**src/bpc_pkg.sv**
```systemverilog
// Shared constants and types of the boot packet command handler
package bpc_pkg;

  // Framing bytes
  localparam logic [7:0] BPC_SOH = 8'h01;
  localparam logic [7:0] BPC_ETX = 8'h03;
  localparam logic [7:0] BPC_REPLY_START = 8'h81;
  localparam logic [7:0] BPC_LEN_HI = 8'h00;
  localparam logic [7:0] BPC_UNUSED = 8'hFF;

  // Command codes and matching error response codes
  localparam logic [7:0] BPC_CMD_CFG_READ = 8'h4D;
  localparam logic [7:0] BPC_CMD_INQUIRY = 8'h00;
  localparam logic [7:0] BPC_CMD_SIGNATURE = 8'h3A;
  localparam logic [7:0] BPC_ERR_CFG_READ = 8'hCD;
  localparam logic [7:0] BPC_ERR_INQUIRY = 8'h80;
  localparam logic [7:0] BPC_ERR_SIGNATURE = 8'hBA;

  // Lengths, counted from the command or response byte
  localparam logic [15:0] BPC_LEN_CMD_SHORT = 16'h0001;
  localparam logic [15:0] BPC_LEN_FMT_MAX = 16'h0401;
  localparam logic [7:0] BPC_LEN_CFG_OK = 8'h05;
  localparam logic [7:0] BPC_LEN_STATUS = 8'h0A;
  localparam logic [7:0] BPC_LEN_SIG = 8'h2A;
  localparam int BPC_SIG_BYTES = 41;

  // Status byte codes
  localparam logic [7:0] BPC_STATUS_OK = 8'h00;
  localparam logic [7:0] BPC_STATUS_PACKET = 8'hC1;
  localparam logic [7:0] BPC_STATUS_CHECKSUM = 8'hC2;
  localparam logic [7:0] BPC_STATUS_ACCEPT = 8'hC3;
  localparam logic [7:0] BPC_STATUS_SECURE = 8'hC4;

  // Authentication level codes
  localparam logic [1:0] BPC_AUTH_LEVEL_ZERO = 2'h0;
  localparam logic [1:0] BPC_AUTH_LEVEL_ONE = 2'h1;

  typedef enum logic [1:0] {
    BPC_RPL_CFG,
    BPC_RPL_INQ_OK,
    BPC_RPL_SIG,
    BPC_RPL_ERR
  } bpc_reply_e;

  typedef struct packed {
    bpc_reply_e kind;
    logic [7:0] respCode;
    logic [7:0] statusCode;
  } bpc_reply_s;

  // Signature fields, first transmitted byte in the top bits
  typedef struct packed {
    logic [31:0] maxBaud;
    logic [7:0] areaCount;
    logic [7:0] typeCode;
    logic [23:0] bootVersion;
    logic [127:0] deviceId;
    logic [127:0] productName;
  } bpc_sig_s;

  function automatic logic [7:0] bpc_reply_len(input bpc_reply_e kind);
    logic [7:0] len;
    len = BPC_LEN_STATUS;
    if (kind == BPC_RPL_CFG) begin
      len = BPC_LEN_CFG_OK;
    end else if (kind == BPC_RPL_SIG) begin
      len = BPC_LEN_SIG;
    end
    return len;
  endfunction

endpackage

```
**src/bpc_command_handler.sv**
```systemverilog
// Command packet parser and reply sender of the serial boot protocol
`timescale 1ns/1ns

// Functional notes
// - Discard bytes until start-of-header arrives
// - Missing end byte gives packet error
// - Checksum mismatch gives checksum error
// - Length above format maximum gives packet error; zero length is dropped without reply
// - Length wrong for command gives packet error
// - On any error, skip execution, wait again
// - Readback refused by lifecycle: acceptance error
// - Readback at auth level one/zero: secure error
// - Readback reply 81h, 00h/05h, 4Dh, config bytes
// - Readback leaves memory unchanged, waits again
// - Error reply 00h/0Ah, code, status, FF fields
// - Report only highest-priority error, fixed order
// - Inquiry refused after encrypted write: acceptance
// - Inquiry OK reply, checksum FEh, no change
// - Signature reply 00h/2Ah, 3Ah, high byte first
module bpc_command_handler (
  // Clock and reset
  input wire logic clk_sys,
  input wire logic reset_n,
  // Received bytes from the host
  input wire logic [7:0] rxData,
  input wire logic rxValid,
  // Reply bytes to the host
  output logic [7:0] txData,
  output logic txValid,
  input wire logic txReady,
  // Device state
  input wire logic lifecycleAllowsCfgRead,
  input wire logic [1:0] authLevel,
  input wire logic encWritePending,
  // Device data
  input wire logic [31:0] rollbackConfig,
  input wire bpc_pkg::bpc_sig_s sigInfo
);

  typedef enum logic [3:0] {
    ST_WAIT_SOH,
    ST_LEN_HI,
    ST_LEN_LO,
    ST_CMD,
    ST_DATA,
    ST_SUM,
    ST_ETX,
    ST_TX_FETCH,
    ST_TX_LOAD,
    ST_TX_SEND
  } bpc_state_e;

  bpc_state_e state;
  bpc_state_e next_state;
  logic [15:0] rxLen;
  logic [15:0] remain;
  logic [7:0] cmdCode;
  logic [7:0] rxSum;
  logic [7:0] txSum;
  logic [5:0] txIdx;
  bpc_pkg::bpc_reply_s reply;
  logic [7:0] romByte;

  // Receive side decode
  wire rxPhase = (state != ST_TX_FETCH) && (state != ST_TX_LOAD) &&
                 (state != ST_TX_SEND);
  wire rxTake = rxValid && rxPhase;
  wire [7:0] sumWithByte = rxSum + rxData;
  wire [15:0] lenFull = {rxLen[15:8], rxData};

  // Packet checks, evaluated when the byte after the checksum arrives
  wire etxMissing = rxData != bpc_pkg::BPC_ETX;
  wire checksumBad = rxSum != 8'h00;
  wire fmtBad = (rxLen == 16'h0000) ||
                (rxLen > bpc_pkg::BPC_LEN_FMT_MAX);
  wire cmdLenBad = rxLen != bpc_pkg::BPC_LEN_CMD_SHORT;
  wire isCfgRead = cmdCode == bpc_pkg::BPC_CMD_CFG_READ;
  wire isInq = cmdCode == bpc_pkg::BPC_CMD_INQUIRY;
  wire isSig = cmdCode == bpc_pkg::BPC_CMD_SIGNATURE;
  // Commands outside this block are dropped without a reply
  wire known = (rxLen != 16'h0000) && (isCfgRead || isInq || isSig);
  wire cfgDenied = isCfgRead && !lifecycleAllowsCfgRead;
  wire cfgSecure = isCfgRead &&
    ((authLevel == bpc_pkg::BPC_AUTH_LEVEL_ONE) ||
     (authLevel == bpc_pkg::BPC_AUTH_LEVEL_ZERO));
  wire encBlocked = (isInq || isSig) && encWritePending;
  wire anyErr = etxMissing || checksumBad || fmtBad || cmdLenBad ||
                cfgDenied || cfgSecure || encBlocked;
  // Earlier terms win
  wire [7:0] errStatus =
    etxMissing ? bpc_pkg::BPC_STATUS_PACKET :
    checksumBad ? bpc_pkg::BPC_STATUS_CHECKSUM :
    fmtBad ? bpc_pkg::BPC_STATUS_PACKET :
    cmdLenBad ? bpc_pkg::BPC_STATUS_PACKET :
    (cfgDenied || encBlocked) ? bpc_pkg::BPC_STATUS_ACCEPT :
    bpc_pkg::BPC_STATUS_SECURE;
  wire [7:0] errResp =
    isCfgRead ? bpc_pkg::BPC_ERR_CFG_READ :
    isInq ? bpc_pkg::BPC_ERR_INQUIRY : bpc_pkg::BPC_ERR_SIGNATURE;
  wire bpc_pkg::bpc_reply_e okKind =
    isCfgRead ? bpc_pkg::BPC_RPL_CFG :
    isInq ? bpc_pkg::BPC_RPL_INQ_OK : bpc_pkg::BPC_RPL_SIG;
  wire [7:0] okResp = cmdCode;
  // Patterns get their type from the declaration, not from a ternary
  wire bpc_pkg::bpc_reply_s errReply = '{kind: bpc_pkg::BPC_RPL_ERR,
    respCode: errResp, statusCode: errStatus};
  wire bpc_pkg::bpc_reply_s okReply = '{kind: okKind, respCode: okResp,
    statusCode: bpc_pkg::BPC_STATUS_OK};
  wire bpc_pkg::bpc_reply_s decided = anyErr ? errReply : okReply;

  // Transmit side decode
  wire [5:0] txLen = 6'(bpc_pkg::bpc_reply_len(reply.kind));
  wire [5:0] sumIdx = txLen + 6'd3;
  wire [5:0] etxIdx = txLen + 6'd4;
  wire [7:0] loadByte =
    (txIdx == 6'd0) ? bpc_pkg::BPC_REPLY_START :
    (txIdx == sumIdx) ? 8'h00 - txSum :
    (txIdx == etxIdx) ? bpc_pkg::BPC_ETX : romByte;
  wire txDone = txValid && txReady;
  wire sumCounts = (txIdx != 6'd0) && (txIdx < sumIdx);

  always_comb begin
    next_state = state;
    unique case (state)
      ST_WAIT_SOH: begin
        if (rxTake && rxData == bpc_pkg::BPC_SOH) begin
          next_state = ST_LEN_HI;
        end
      end
      ST_LEN_HI: begin
        if (rxTake) begin
          next_state = ST_LEN_LO;
        end
      end
      ST_LEN_LO: begin
        if (rxTake) begin
          next_state = (lenFull == 16'h0000) ? ST_SUM : ST_CMD;
        end
      end
      ST_CMD: begin
        if (rxTake) begin
          next_state = (rxLen == 16'h0001) ? ST_SUM : ST_DATA;
        end
      end
      ST_DATA: begin
        if (rxTake && remain == 16'h0001) begin
          next_state = ST_SUM;
        end
      end
      ST_SUM: begin
        if (rxTake) begin
          next_state = ST_ETX;
        end
      end
      ST_ETX: begin
        // Errors never touch device memory; the handler only reads
        if (rxTake) begin
          next_state = known ? ST_TX_FETCH : ST_WAIT_SOH;
        end
      end
      ST_TX_FETCH: next_state = ST_TX_LOAD;
      ST_TX_LOAD: next_state = ST_TX_SEND;
      ST_TX_SEND: begin
        if (txDone) begin
          next_state = (txIdx == etxIdx) ? ST_WAIT_SOH :
                       ST_TX_FETCH;
        end
      end
    endcase
  end

  always_ff @(posedge clk_sys or negedge reset_n) begin
    if (!reset_n) begin
      state <= ST_WAIT_SOH;
    end else begin
      state <= next_state;
    end
  end

  // Receive bookkeeping
  always_ff @(posedge clk_sys or negedge reset_n) begin
    if (!reset_n) begin
      rxLen <= 16'h0000;
      remain <= 16'h0000;
      cmdCode <= 8'h00;
      rxSum <= 8'h00;
    end else if (rxTake) begin
      rxSum <= (state == ST_WAIT_SOH) ? 8'h00 : sumWithByte;
      if (state == ST_LEN_HI) begin
        rxLen <= {rxData, 8'h00};
      end
      if (state == ST_LEN_LO) begin
        rxLen <= lenFull;
        remain <= lenFull - 16'h0001;
      end
      if (state == ST_CMD) begin
        cmdCode <= rxData;
      end
      if (state == ST_DATA) begin
        remain <= remain - 16'h0001;
      end
    end
  end

  // Reply selection is frozen for the whole reply
  always_ff @(posedge clk_sys or negedge reset_n) begin
    if (!reset_n) begin
      reply <= '{kind: bpc_pkg::BPC_RPL_ERR, respCode: 8'h00,
                 statusCode: 8'h00};
    end else if (state == ST_ETX && rxTake) begin
      reply <= decided;
    end
  end

  // Reply byte stepping
  always_ff @(posedge clk_sys or negedge reset_n) begin
    if (!reset_n) begin
      txIdx <= 6'd0;
      txSum <= 8'h00;
      txData <= 8'h00;
      txValid <= 1'b0;
    end else begin
      if (state == ST_ETX) begin
        txIdx <= 6'd0;
        txSum <= 8'h00;
      end
      if (state == ST_TX_LOAD) begin
        txData <= loadByte;
        txValid <= 1'b1;
      end
      if (state == ST_TX_SEND && txDone) begin
        txValid <= 1'b0;
        txIdx <= txIdx + 6'd1;
        if (sumCounts) begin
          txSum <= txSum + txData;
        end
      end
    end
  end

  bpc_reply_bytes replyRom (
    .clk_sys(clk_sys),
    .reset_n(reset_n),
    .byteIdx(txIdx),
    .reply(reply),
    .rollbackConfig(rollbackConfig),
    .sigInfo(sigInfo),
    .replyByte(romByte)
  );

endmodule

```
**src/bpc_reply_bytes.sv**
```systemverilog
// Registered byte source for the body of a reply packet
`timescale 1ns/1ns
module bpc_reply_bytes (
  // Clock and reset
  input wire logic clk_sys,
  input wire logic reset_n,
  // Selection
  input wire logic [5:0] byteIdx,
  input wire bpc_pkg::bpc_reply_s reply,
  // Device data
  input wire logic [31:0] rollbackConfig,
  input wire bpc_pkg::bpc_sig_s sigInfo,
  // Byte at byteIdx, one cycle later
  output logic [7:0] replyByte
);

  wire [5:0] payIdx = byteIdx - 6'd4;
  wire [7:0] cfgByte = rollbackConfig[8 * int'(payIdx[1:0]) +: 8];
  wire sigInRange = int'(payIdx) < bpc_pkg::BPC_SIG_BYTES;
  wire [7:0] sigByte = sigInRange ?
    sigInfo[8 * (bpc_pkg::BPC_SIG_BYTES - 1 - int'(payIdx)) +: 8] :
    bpc_pkg::BPC_UNUSED;
  wire [7:0] statByte = (payIdx == 6'd0) ? reply.statusCode :
    bpc_pkg::BPC_UNUSED;
  wire [7:0] payByte =
    (reply.kind == bpc_pkg::BPC_RPL_CFG) ? cfgByte :
    (reply.kind == bpc_pkg::BPC_RPL_SIG) ? sigByte : statByte;
  wire [7:0] next_replyByte =
    (byteIdx == 6'd1) ? bpc_pkg::BPC_LEN_HI :
    (byteIdx == 6'd2) ? bpc_pkg::bpc_reply_len(reply.kind) :
    (byteIdx == 6'd3) ? reply.respCode : payByte;

  always_ff @(posedge clk_sys or negedge reset_n) begin
    if (!reset_n) begin
      replyByte <= 8'h00;
    end else begin
      replyByte <= next_replyByte;
    end
  end

endmodule

```
**config.mk**
```make
export PLATFORM = sky130hd
export DESIGN_NAME = bpc_command_handler
export DESIGN_NICKNAME = d
export VERILOG_FILES = /design/src/bpc_pkg.sv /design/src/bpc_command_handler.sv /design/src/bpc_reply_bytes.sv
export SDC_FILE = /design/constraint.sdc
export NUM_CORES = 1
export LEC_CHECK = 0
export BUFFER_PORTS_ARGS = -buffer_cell sky130_fd_sc_hd__buf_2
export CORE_UTILIZATION = 30
export CTS_CLUSTER_SIZE = 40
export DETAILED_ROUTE_END_ITERATION = 8
export PLACE_DENSITY = 0.61
export RECOVER_POWER = 100
export SYNTH_ARGS = -nofsm -noshare
export SYNTH_HDL_FRONTEND = slang
export SYNTH_SLANG_ARGS = --single-unit
```
**constraint.sdc**
```tcl
create_clock -name clk_sys -period 9.3 [get_ports clk_sys]
set_clock_uncertainty 0.1 [all_clocks]
set_input_delay 0.93 -clock clk_sys [delete_from_list [all_inputs] [get_ports clk_sys]]
set_output_delay 0.93 -clock clk_sys [all_outputs]
set_load 0.1 [all_outputs]
```
# Word level (Yosys, flattened, before mapping)
# Cells that the tools add are included.
[totals] out_inout_bits=9 inputBits=376 ff_bits=101
[op_classes] magnitude_cmp=3 bitwise=1 reduce_logical=46 addsub=10 n_eq_ne=34 n_shift=2 mux=47
[ops] op="variable part select 328 x 32 -> 8 bit" n=1
[ops] op="2-to-1 mux 8 bit" n=16
[ops] op="case mux 4 bit (10 select lines)" n=1
[ops] op="== test 16 x 1 -> 1 bit, second input constant" n=2
[ops] op="zero test 16 bit" n=2
[ops] op="2-to-1 mux 16 bit" n=2
[ops] op="2-to-1 mux 4 bit" n=8
[ops] op="variable part select 32 x 6 -> 8 bit" n=1
[ops] op="subtractor 16 x 1 -> 16 bit, second input constant" n=2
[ops] op="2-to-1 mux 6 bit" n=5
[ops] op="2-to-1 mux 3 bit" n=8
[ops] op="2-to-1 mux 18 bit" n=1
[ops] op="adder 8 bit" n=2
[ops] op="== test 4 x 3 -> 1 bit, second input constant" n=4
[ops] op="> comparator 16 x 11 -> 1 bit, second input constant" n=1
[ops] op="inequality test 16 x 1 -> 1 bit, second input constant" n=1
[ops] op="inequality test 2 bit, second input constant" n=8
[ops] op="nonzero test 16 bit" n=1
[ops] op="logical AND 1 bit" n=13
[ops] op="== test 6 x 2 -> 1 bit, second input constant" n=2
[ops] op="== test 6 bit" n=2
[ops] op="zero test 6 bit" n=2
[ops] op="logical OR 1 bit" n=12
[ops] op="== test 4 x 2 -> 1 bit, second input constant" n=2
[ops] op="33 further kinds" n=44

# Longest topological paths before layout
# Gate-level depths: netlist (run 1).
[depth] word_depth=10 mapped_depth=15

# Hierarchy
# A second synthesis (run 1) with hierarchy kept.
[unflattened] cells_unflattened=905 hier_area_um2=9357.7
[modules_own_cells] module="bpc_command_handler" cells_per_inst=618 instances=1 area_per_inst_um2=5676.7
[modules_own_cells] module="bpc_reply_bytes" cells_per_inst=287 instances=1 area_per_inst_um2=3681.0

# Worst setup path before layout (run 1)
# No wires, ideal clock.
[synth_path] kind="reg2reg" startpoint="register txIdx[0]" endpoint="register replyRom.replyByte[7]" stages_incl_launch_ff=15 t_arrival_ps=3331 synth_period_minus_slack_ps=3558 setup_ps=127 slack_ps=5742 path_buffers=7 t_required_ps=9073 cell_sequence="dfrtp_1 -> buf_2 -> buf_4 -> buf_2 -> buf_2 -> inv_1 -> ha_1 -> buf_2 -> clkbuf_1 -> clkbuf_1 -> mux4_2 -> mux2i_1 -> nand2_1 -> a31oi_1 -> a21oi_1"
[synth_between] elab_chain_len=9 word_cells_on_any_way=16 classes_between="add/sub: 2; order compare: 1; eq/ne: 3; shift: 2; mux: 7; reduce/logical: 1"
[synth_rtl] item="start: declaration" line="bpc_command_handler.sv:60" text="logic [5:0] txIdx;"
[synth_rtl] item="start signal: assignment" line="bpc_command_handler.sv:233" text="txIdx <= txIdx + 6'd1;"
[synth_rtl] item="subtractor 6 x 3 -> 6 bit" line="bpc_reply_bytes.sv:17" text="wire [5:0] payIdx = byteIdx - 6'd4;"
[synth_rtl] item="subtractor 6 x 6 -> 7 bit" line="bpc_reply_bytes.sv:21" text="sigInfo[8 * (bpc_pkg::BPC_SIG_BYTES - 1 - int'(payIdx)) +: 8] :"
[synth_rtl] item="variable part select 328 x 32 -> 8 bit" line="bpc_reply_bytes.sv:21"
[synth_rtl] item="2-to-1 mux 8 bit" line="bpc_reply_bytes.sv:20" text="wire [7:0] sigByte = sigInRange ?"
[synth_rtl] item="2-to-1 mux 8 bit" line="bpc_reply_bytes.sv:27" text="(reply.kind == bpc_pkg::BPC_RPL_SIG) ? sigByte : statByte;"
[synth_rtl] item="2-to-1 mux 8 bit" line="bpc_reply_bytes.sv:26" text="(reply.kind == bpc_pkg::BPC_RPL_CFG) ? cfgByte :"
[synth_rtl] item="2-to-1 mux 8 bit" line="bpc_reply_bytes.sv:31" text="(byteIdx == 6'd3) ? reply.respCode : payByte;"
[synth_rtl] item="2-to-1 mux 8 bit" line="bpc_reply_bytes.sv:30" text="(byteIdx == 6'd2) ? bpc_pkg::bpc_reply_len(reply.kind) :"
[synth_rtl] item="2-to-1 mux 8 bit (*)" line="bpc_reply_bytes.sv:29" text="(byteIdx == 6'd1) ? bpc_pkg::BPC_LEN_HI :"
[synth_rtl] item="net replyRom.next_replyByte[7]" line="bpc_reply_bytes.sv:28" text="wire [7:0] next_replyByte ="
[synth_rtl] item="end signal: assignment" line="bpc_reply_bytes.sv:37" text="replyByte <= next_replyByte;"
[synth_rtl] item="end: declaration" line="bpc_reply_bytes.sv:14" text="output logic [7:0] replyByte"
# Mark *: on every way through the listed nets, which the timed path passes. The rest lies on a longest branch.
# A chain may end at the register's enable or synchronous reset.

# Final worst setup path (run 1)
[layout_path] startpoint="register txIdx[0]" endpoint="register replyRom.replyByte[1]"
# The elaborated chain is that of the path after synthesis.

==> impl_metrics.toml, run 1 <==
[timing]
rsz0062_at_grt = "no"
tightest_slew_ns = 3.51
slew_headroom = -1.34
fin_crit_sh = 0.654
fin_hold_ws_ns = 0.384
hold_violations = 0
setup_ws_ns = 3.21
min_period_ns = 6.09
setup_viol = 0
fmax_ghz = 0.164
slew_viol_final = 155
tns_ns = 0

[detailed_routing]
avgRoutedWirePerCell_microns = 21.2
firstDrtPassIters = 5
antenna_left = 0
drt_iter0_markers = 666
drc = 0
vias = 9145
drt-total-wl_microns = 35300
viasPerCell = 5.50

[setup_path]
r2r_cells = 7
cp_cell_sequence = "inv_1 -> ha_4 -> buf_4 -> mux4_2 -> mux4_2 -> o211ai_1 -> a41oi_1"
timing.critical_path.mode_cell = "mux4_2"
slowest_stage = "dfrtp_1"
cp_top_family = "flip-flops"
slowest_delay_ns = 2.42
start_kind = "register"
reg2reg_to = "replyRom.replyByte[1]$_DFF_PN0_"
critPathRequiredTime_ns = 9.42
cp_max_fo = 54
path_class = "register to register"
worstPathBufferInverterCount = 2
end_kind = "register"
cp-startpoint = "txIdx[0]$_DFFE_PN0P_"
r2r_setup_slack_ns = 3.21
critPathArrivalTime_ns = 6.20
rr_startpoint = "txIdx[0]$_DFFE_PN0P_"

[final_layout]
nets = 1668
seqCellArea_sq_mm = 0.00243
syn2layout_area_growth_pct = 27.9
fillers = 3067
multi_input_area_sq_mm = 0.00623
stdcell_count = 1662
drive_above_1_share = 0.410

[synth]
synthFlopType = "dfrtp_1"
yosys.area.top_type_share = 0.263
syn_inst = 913
synth_xor_area_frac = 0.0366
synth_area_leaders = "dfrtp_1 26%, mux4_2 24%, nand2_1 4.9%"
ys_warn_count = 0
synth_nets = 1322
synth_top_cell_by_area = "dfrtp_1"
synthesis.area_sq_mm = 0.00905
postSynthAreaPerCell_sq_um = 9.92
synthTopCellsByCount = "118 x nand2_1, 98 x mux4_2, 95 x dfrtp_1"
synth_top_family_by_area = "multiplexers"
synth_most_common_cell = "nand2_1"
seq_area_frac_synth = 0.268
synthMuxAreaShare = 0.271
synthSimpleGateAreaFrac = 0.175
synth-edff-count = 0
synthArstFlopShare = 1.00
synth_seq_cells = 97
synth.distinct_cells = 73
synthAdderAreaFrac = 0.0473
synth_compound_area_frac = 0.156

[clock_network]
cts-buffers-inserted = 9
clkTransAtPathRegs_ns = 0.07
insertion_delay_ns = 0.35
post_cts_buffers = 0
cts_tree = "built"
clkSinkCount = 97
hold_buffers = 0
clockBufferDepth = 2
cts_resized = 0
cts-root-buf = "clkbuf_16"
cts.htree.levels = 3

[power_and_ir_drop]
p_leak_uw = 0.00506
powerDensity_mw_per_mm2 = 270
irDropWorstVdd_mv = 0.120

[hold_path]
worstHoldPathType = "register to register"
hold_depth = 2
hold_start = "reply[11]$_DFFE_PN0P_"
whs_endpoint = "reply[11]$_DFFE_PN0P_"

[status]
status = "complete, but fails checks"
violations = "max-capacitance violations, max-slew violations"

[floorplanning]
dieArea_sq_mm = 0.0309
io_pins = 385
chipHeight_microns = 176
core-area_sq_mm = 0.0296
start_util = 0.305
die_w_microns = 176
rows = 63

[global_route]
grt.total_usage = 0.225
grt_pass1_wl_microns = 52200
antenna_found_initial = 6
grt_pass1_vias = 8853
grt-ovfl-total = 0
grt_max_degree = 64

[place]
io_buffers = 383
dp_slack_ns = 4.88
gp_congestion = 0.906
placed_cells = 1638
place_hpwl_microns = 29100

[run]
maxCapViolCount = 3
## metrics by stage
step	power, uW	utilization	area (sq um)
6_report	3120	0.391	11600
3_5_place_dp	2720	0.381	11300
4_1_cts	3140	0.392	11600
2_1_floorplan	2200	-	9050
5_1_grt	3360	0.390	11600
3_3_place_gp	2700	0.381	11300
## worst min-delay path: cells and delay by family (launching register included)
kind | cells | cell delay, ns
compound gates | 1 | 0.07
flops | 1 | 0.34
simple gates | 1 | 0.04
## routing by layer
layer | GRT usage | vias up | share of wire
met5 | 0 | - | 0.00026
met4 | 0.0877 | 2 | 0.032
met3 | 0.0364 | 39 | 0.064
met2 | 0.366 | 361 | 0.48
met1 | 0.298 | 4495 | 0.42
li1 | - | 4248 | -
## sequential cells by signal, summed over array words and instances, names as in the netlist
name and count:
replyRom.replyByte 8, txIdx 6, remain 16, rxLen 16, rxSum 8, txSum 8
txValid 1, cmdCode 8, state 4, reply 14, txData 8
## how the worst max path moves through the flow
stage	to	depth (start not counted)
2_1_floorplan	replyRom.replyByte[7]$_DFF_PN0_	14
3_3_place_gp	replyRom.replyByte[1]$_DFF_PN0_	7
3_5_place_dp	replyRom.replyByte[1]$_DFF_PN0_	7
4_1_cts	replyRom.replyByte[1]$_DFF_PN0_	7
5_1_grt	replyRom.replyByte[0]$_DFF_PN0_	7
6_report	replyRom.replyByte[1]$_DFF_PN0_	7
## placed cells by master (no fill, tap or decap), drive strengths merged, types with 12 or more instances in the layout
master and n:
nand4 14, nor4 17, o31ai 14, mux2 14, clkbuf 25, a21oi 43, nor3 27, o211ai 12
xor2 12, nand2 118, nor2 55, mux4 98, o21ai 57, buf 378, nand3 30, xnor2 25
ha 31, inv 35, dfrtp 95
## cells by family after synthesis
family                     count (synthesis)
AOI/OAI and AO/OA                        212
xor gates and xnor gates                  37
adders and majority gates                 33
buffers and inverters                     92
DFF                                       97
muxes                                    121
and+or+nand+nor                          321
## cell type report
type	instances	share of cell area
Inverter	34	0.0110
Antenna cell	8	0.00173
Multi-Input combinational cell	724	0.538
Clock buffer	10	0.0198
Sequential cell	97	0.210
Clock inverter	6	0.00789
Timing Repair Buffer	393	0.170
Tap cell	390	0.0421
## power breakdown
group	internal (uW)	switching (uW)	leakage, uW	total, uW
Clock	238	173	0.000157	410
Combinational	865	1000	0.00372	1870
Sequential	592	249	0.00119	842
No activity file was read; power rests on OpenSTA's default activity.
==> run 2, diff against run 1 <==
--- a/config.mk
+++ b/config.mk
@@ -5,6 +5,7 @@
 export SDC_FILE = /design/constraint.sdc
 export NUM_CORES = 1
 export LEC_CHECK = 0
+export ABC_AREA = 1
 export BUFFER_PORTS_ARGS = -buffer_cell sky130_fd_sc_hd__buf_2
 export CORE_UTILIZATION = 30
 export CTS_CLUSTER_SIZE = 40
==> constraint.sdc (replaced) <==
create_clock -name clk_sys -period 5.5 [get_ports clk_sys]
set_clock_uncertainty 0.1 [all_clocks]
set_input_delay 0.55 -clock clk_sys [delete_from_list [all_inputs] [get_ports clk_sys]]
set_output_delay 0.55 -clock clk_sys [all_outputs]
set_load 0.1 [all_outputs]
==> impl_metrics.toml, run 2 <==
[clock_network]
cts-root-buf = "clkbuf_16"
cts_resized = 0
insertion_delay_ns = 0.35
post_cts_buffers = 0
cts-buffers-inserted = 9
cts_tree = "built"
clockBufferDepth = 2
clkSinkCount = 97
cts.htree.levels = 3
hold_buffers = 0
clkTransAtPathRegs_ns = 0.07

[timing]
hold_violations = 0
fin_crit_sh = 0.741
rsz0062_at_grt = "no"
fmax_ghz = 0.245
min_period_ns = 4.08
setup_viol = 0
slew_headroom = -0.621
fin_hold_ws_ns = 0.391
tightest_slew_ns = 2.43
slew_viol_final = 143
tns_ns = 0

[synth]
synth_compound_area_frac = 0.208
postSynthAreaPerCell_sq_um = 5.97
synth_area_leaders = "dfrtp_1 24%, nand2_1 12%, nor2_1 12%"
syn_inst = 1678
synthFlopType = "dfrtp_1"
synthArstFlopShare = 1.00
yosys.area.top_type_share = 0.237
synth_nets = 2087
seq_area_frac_synth = 0.243
synthTopCellsByCount = "324 x nand2_1, 307 x nor2_1, 206 x inv_1"
ys_warn_count = 0
synthAdderAreaFrac = 0.0427
synth_seq_cells = 97
synth-edff-count = 0
synth_xor_area_frac = 0.0269
synthesis.area_sq_mm = 0.0100
synthSimpleGateAreaFrac = 0.358
synthMuxAreaShare = 0
synth_top_family_by_area = "simple AND/OR/NAND/NOR gates"
synth_most_common_cell = "nand2_1"
synth.distinct_cells = 48
synth_top_cell_by_area = "dfrtp_1"

[global_route]
grt.total_usage = 0.238
grt_pass1_wl_microns = 62800
grt_pass1_vias = 11600
antenna_found_initial = 4
grt_max_degree = 127
grt-ovfl-total = 0

[setup_path]
critPathRequiredTime_ns = 5.68
cp_top_family = "buffers and inverters"
slowest_stage = "clkbuf_2"
reg2reg_to = "replyRom.replyByte[4]$_DFF_PN0_"
slowest_delay_ns = 1.37
cp_max_fo = 98
r2r_cells = 14
cp_cell_sequence = "clkbuf_2 -> buf_4 -> nor2_1 -> nor2_1 -> o21ai_0 -> o211ai_1 -> nand3_1 -> nand2_1 -> nand2_1 -> nand2_1 -> nand3_1 -> nand2_1 -> a21oi_1 -> nor2_1"
worstPathBufferInverterCount = 2
critPathArrivalTime_ns = 4.26
r2r_setup_slack_ns = 1.42
end_kind = "register"
timing.critical_path.mode_cell = "nand2_1"
start_kind = "register"
rr_startpoint = "txIdx[0]$_DFFE_PN0P_"
path_class = "register to register"

[final_layout]
top_regs = "remain x16, rxLen x16, reply x14"
multi_input_area_sq_mm = 0.00639
syn2layout_area_growth_pct = 25.1
seqCellArea_sq_mm = 0.00243
fillers = 3649
nets = 2409
layout_commonest_cell = "buf_2"
layout_common_cells = "373 x buf_2, 325 x nand2_1, 308 x nor2_1"
drive_above_1_share = 0.216
finalInstanceArea_sq_mm = 0.0125

[power_and_ir_drop]
irDropWorstVdd_mv = 0.146
p_leak_uw = 0.00640
powerDensity_mw_per_mm2 = 132

[detailed_routing]
drc = 0
avgRoutedWirePerCell_microns = 16.8
drt-total-wl_microns = 41200
vias = 12500
drt_iter0_markers = 833
viasPerCell = 5.09
firstDrtPassIters = 7
antenna_left = 0

[floorplanning]
dieArea_sq_mm = 0.0341
rows = 66
die_w_microns = 185
chipHeight_microns = 185
io_pins = 385
start_util = 0.306
core-area_sq_mm = 0.0327

[status]
violations = "max-capacitance violations, max-slew violations"
status = "complete, but fails checks"

[place]
io_buffers = 383
place_area_sq_mm = 0.0122
gp_congestion = 0.911
place_hpwl_microns = 32200

[hold_path]
hold_depth = 2
whs_endpoint = "reply[11]$_DFFE_PN0P_"
hold_start = "reply[11]$_DFFE_PN0P_"
worstHoldPathType = "register to register"

[run]
maxCapViolCount = 2
-- run 2: metrics by stage --
stage / utilization / cells / setup slack [ns] / power [uW]
finish: 0.383 / 2451 / 1.42 / 1660
global route: 0.383 / 2451 / 1.09 / 1730
CTS: 0.384 / 2447 / 1.96 / 1680
detailed placement: 0.374 / 2431 / 1.97 / 987
global placement: 0.374 / 2431 / 2.01 / 984
floorplan: - / 1678 / 2.56 / 806
-- run 2: cell families after synthesis --
| logic type | Yosys count |
|---|---|
| xor gates and xnor gates | 29 |
| DFF | 97 |
| and+or+nand+nor | 856 |
| buffers and inverters | 299 |
| adders and majority gates | 33 |
| AOI/OAI and AO/OA | 364 |
-- run 2: worst max path at each step --
| stage | from | end | slack, ns | depth (start not counted) |
|---|---|---|---|---|
| 2_1_floorplan | txIdx[0]$_DFFE_PN0P_ | replyRom.replyByte[4]$_DFF_PN0_ | 2.56 | 19 |
| 3_3_place_gp | txIdx[0]$_DFFE_PN0P_ | replyRom.replyByte[1]$_DFF_PN0_ | 2.01 | 15 |
| 3_5_place_dp | txIdx[0]$_DFFE_PN0P_ | replyRom.replyByte[2]$_DFF_PN0_ | 1.97 | 15 |
| 4_1_cts | txIdx[0]$_DFFE_PN0P_ | replyRom.replyByte[2]$_DFF_PN0_ | 1.96 | 15 |
| 5_1_grt | txIdx[0]$_DFFE_PN0P_ | replyRom.replyByte[4]$_DFF_PN0_ | 1.09 | 12 |
| 6_report | txIdx[0]$_DFFE_PN0P_ | replyRom.replyByte[4]$_DFF_PN0_ | 1.42 | 14 |
-- run 2: cell type report --
cell class | count | area share
multi-input cells | 1282 | 0.510
flip-flops and latches | 97 | 0.194
repair buffers | 394 | 0.160
inverters | 216 | 0.0649
well taps | 442 | 0.0442
clock buffers | 9 | 0.0180
clock inverters | 7 | 0.00759
diodes | 4 | 0.000799
-- run 2: where the power goes --
part	internal, uW	total (uW)	switching [uW]
Sequential	713	713	0
Clock	398	684	287
Combinational	132	261	129
-- run 2: layer usage --
layer | global-route usage | up-vias | routed length, microns | share of wire
met4 | 0.0975 | 0 | 1480 | 0.036
met3 | 0.0285 | 63 | 2440 | 0.059
met1 | 0.295 | 5805 | 17400 | 0.42
li1 | - | 6146 | - | -
met2 | 0.416 | 459 | 19900 | 0.48
met5 | 0 | - | 0 | 0
-- run 2: worst reg2reg max path, delay by kind of cell, from the launching register on --
family          cells  cell delay (ns)
flops               1             0.42
compound gates      3             0.40
simple gates        9             0.93
buf+inv             2             2.15
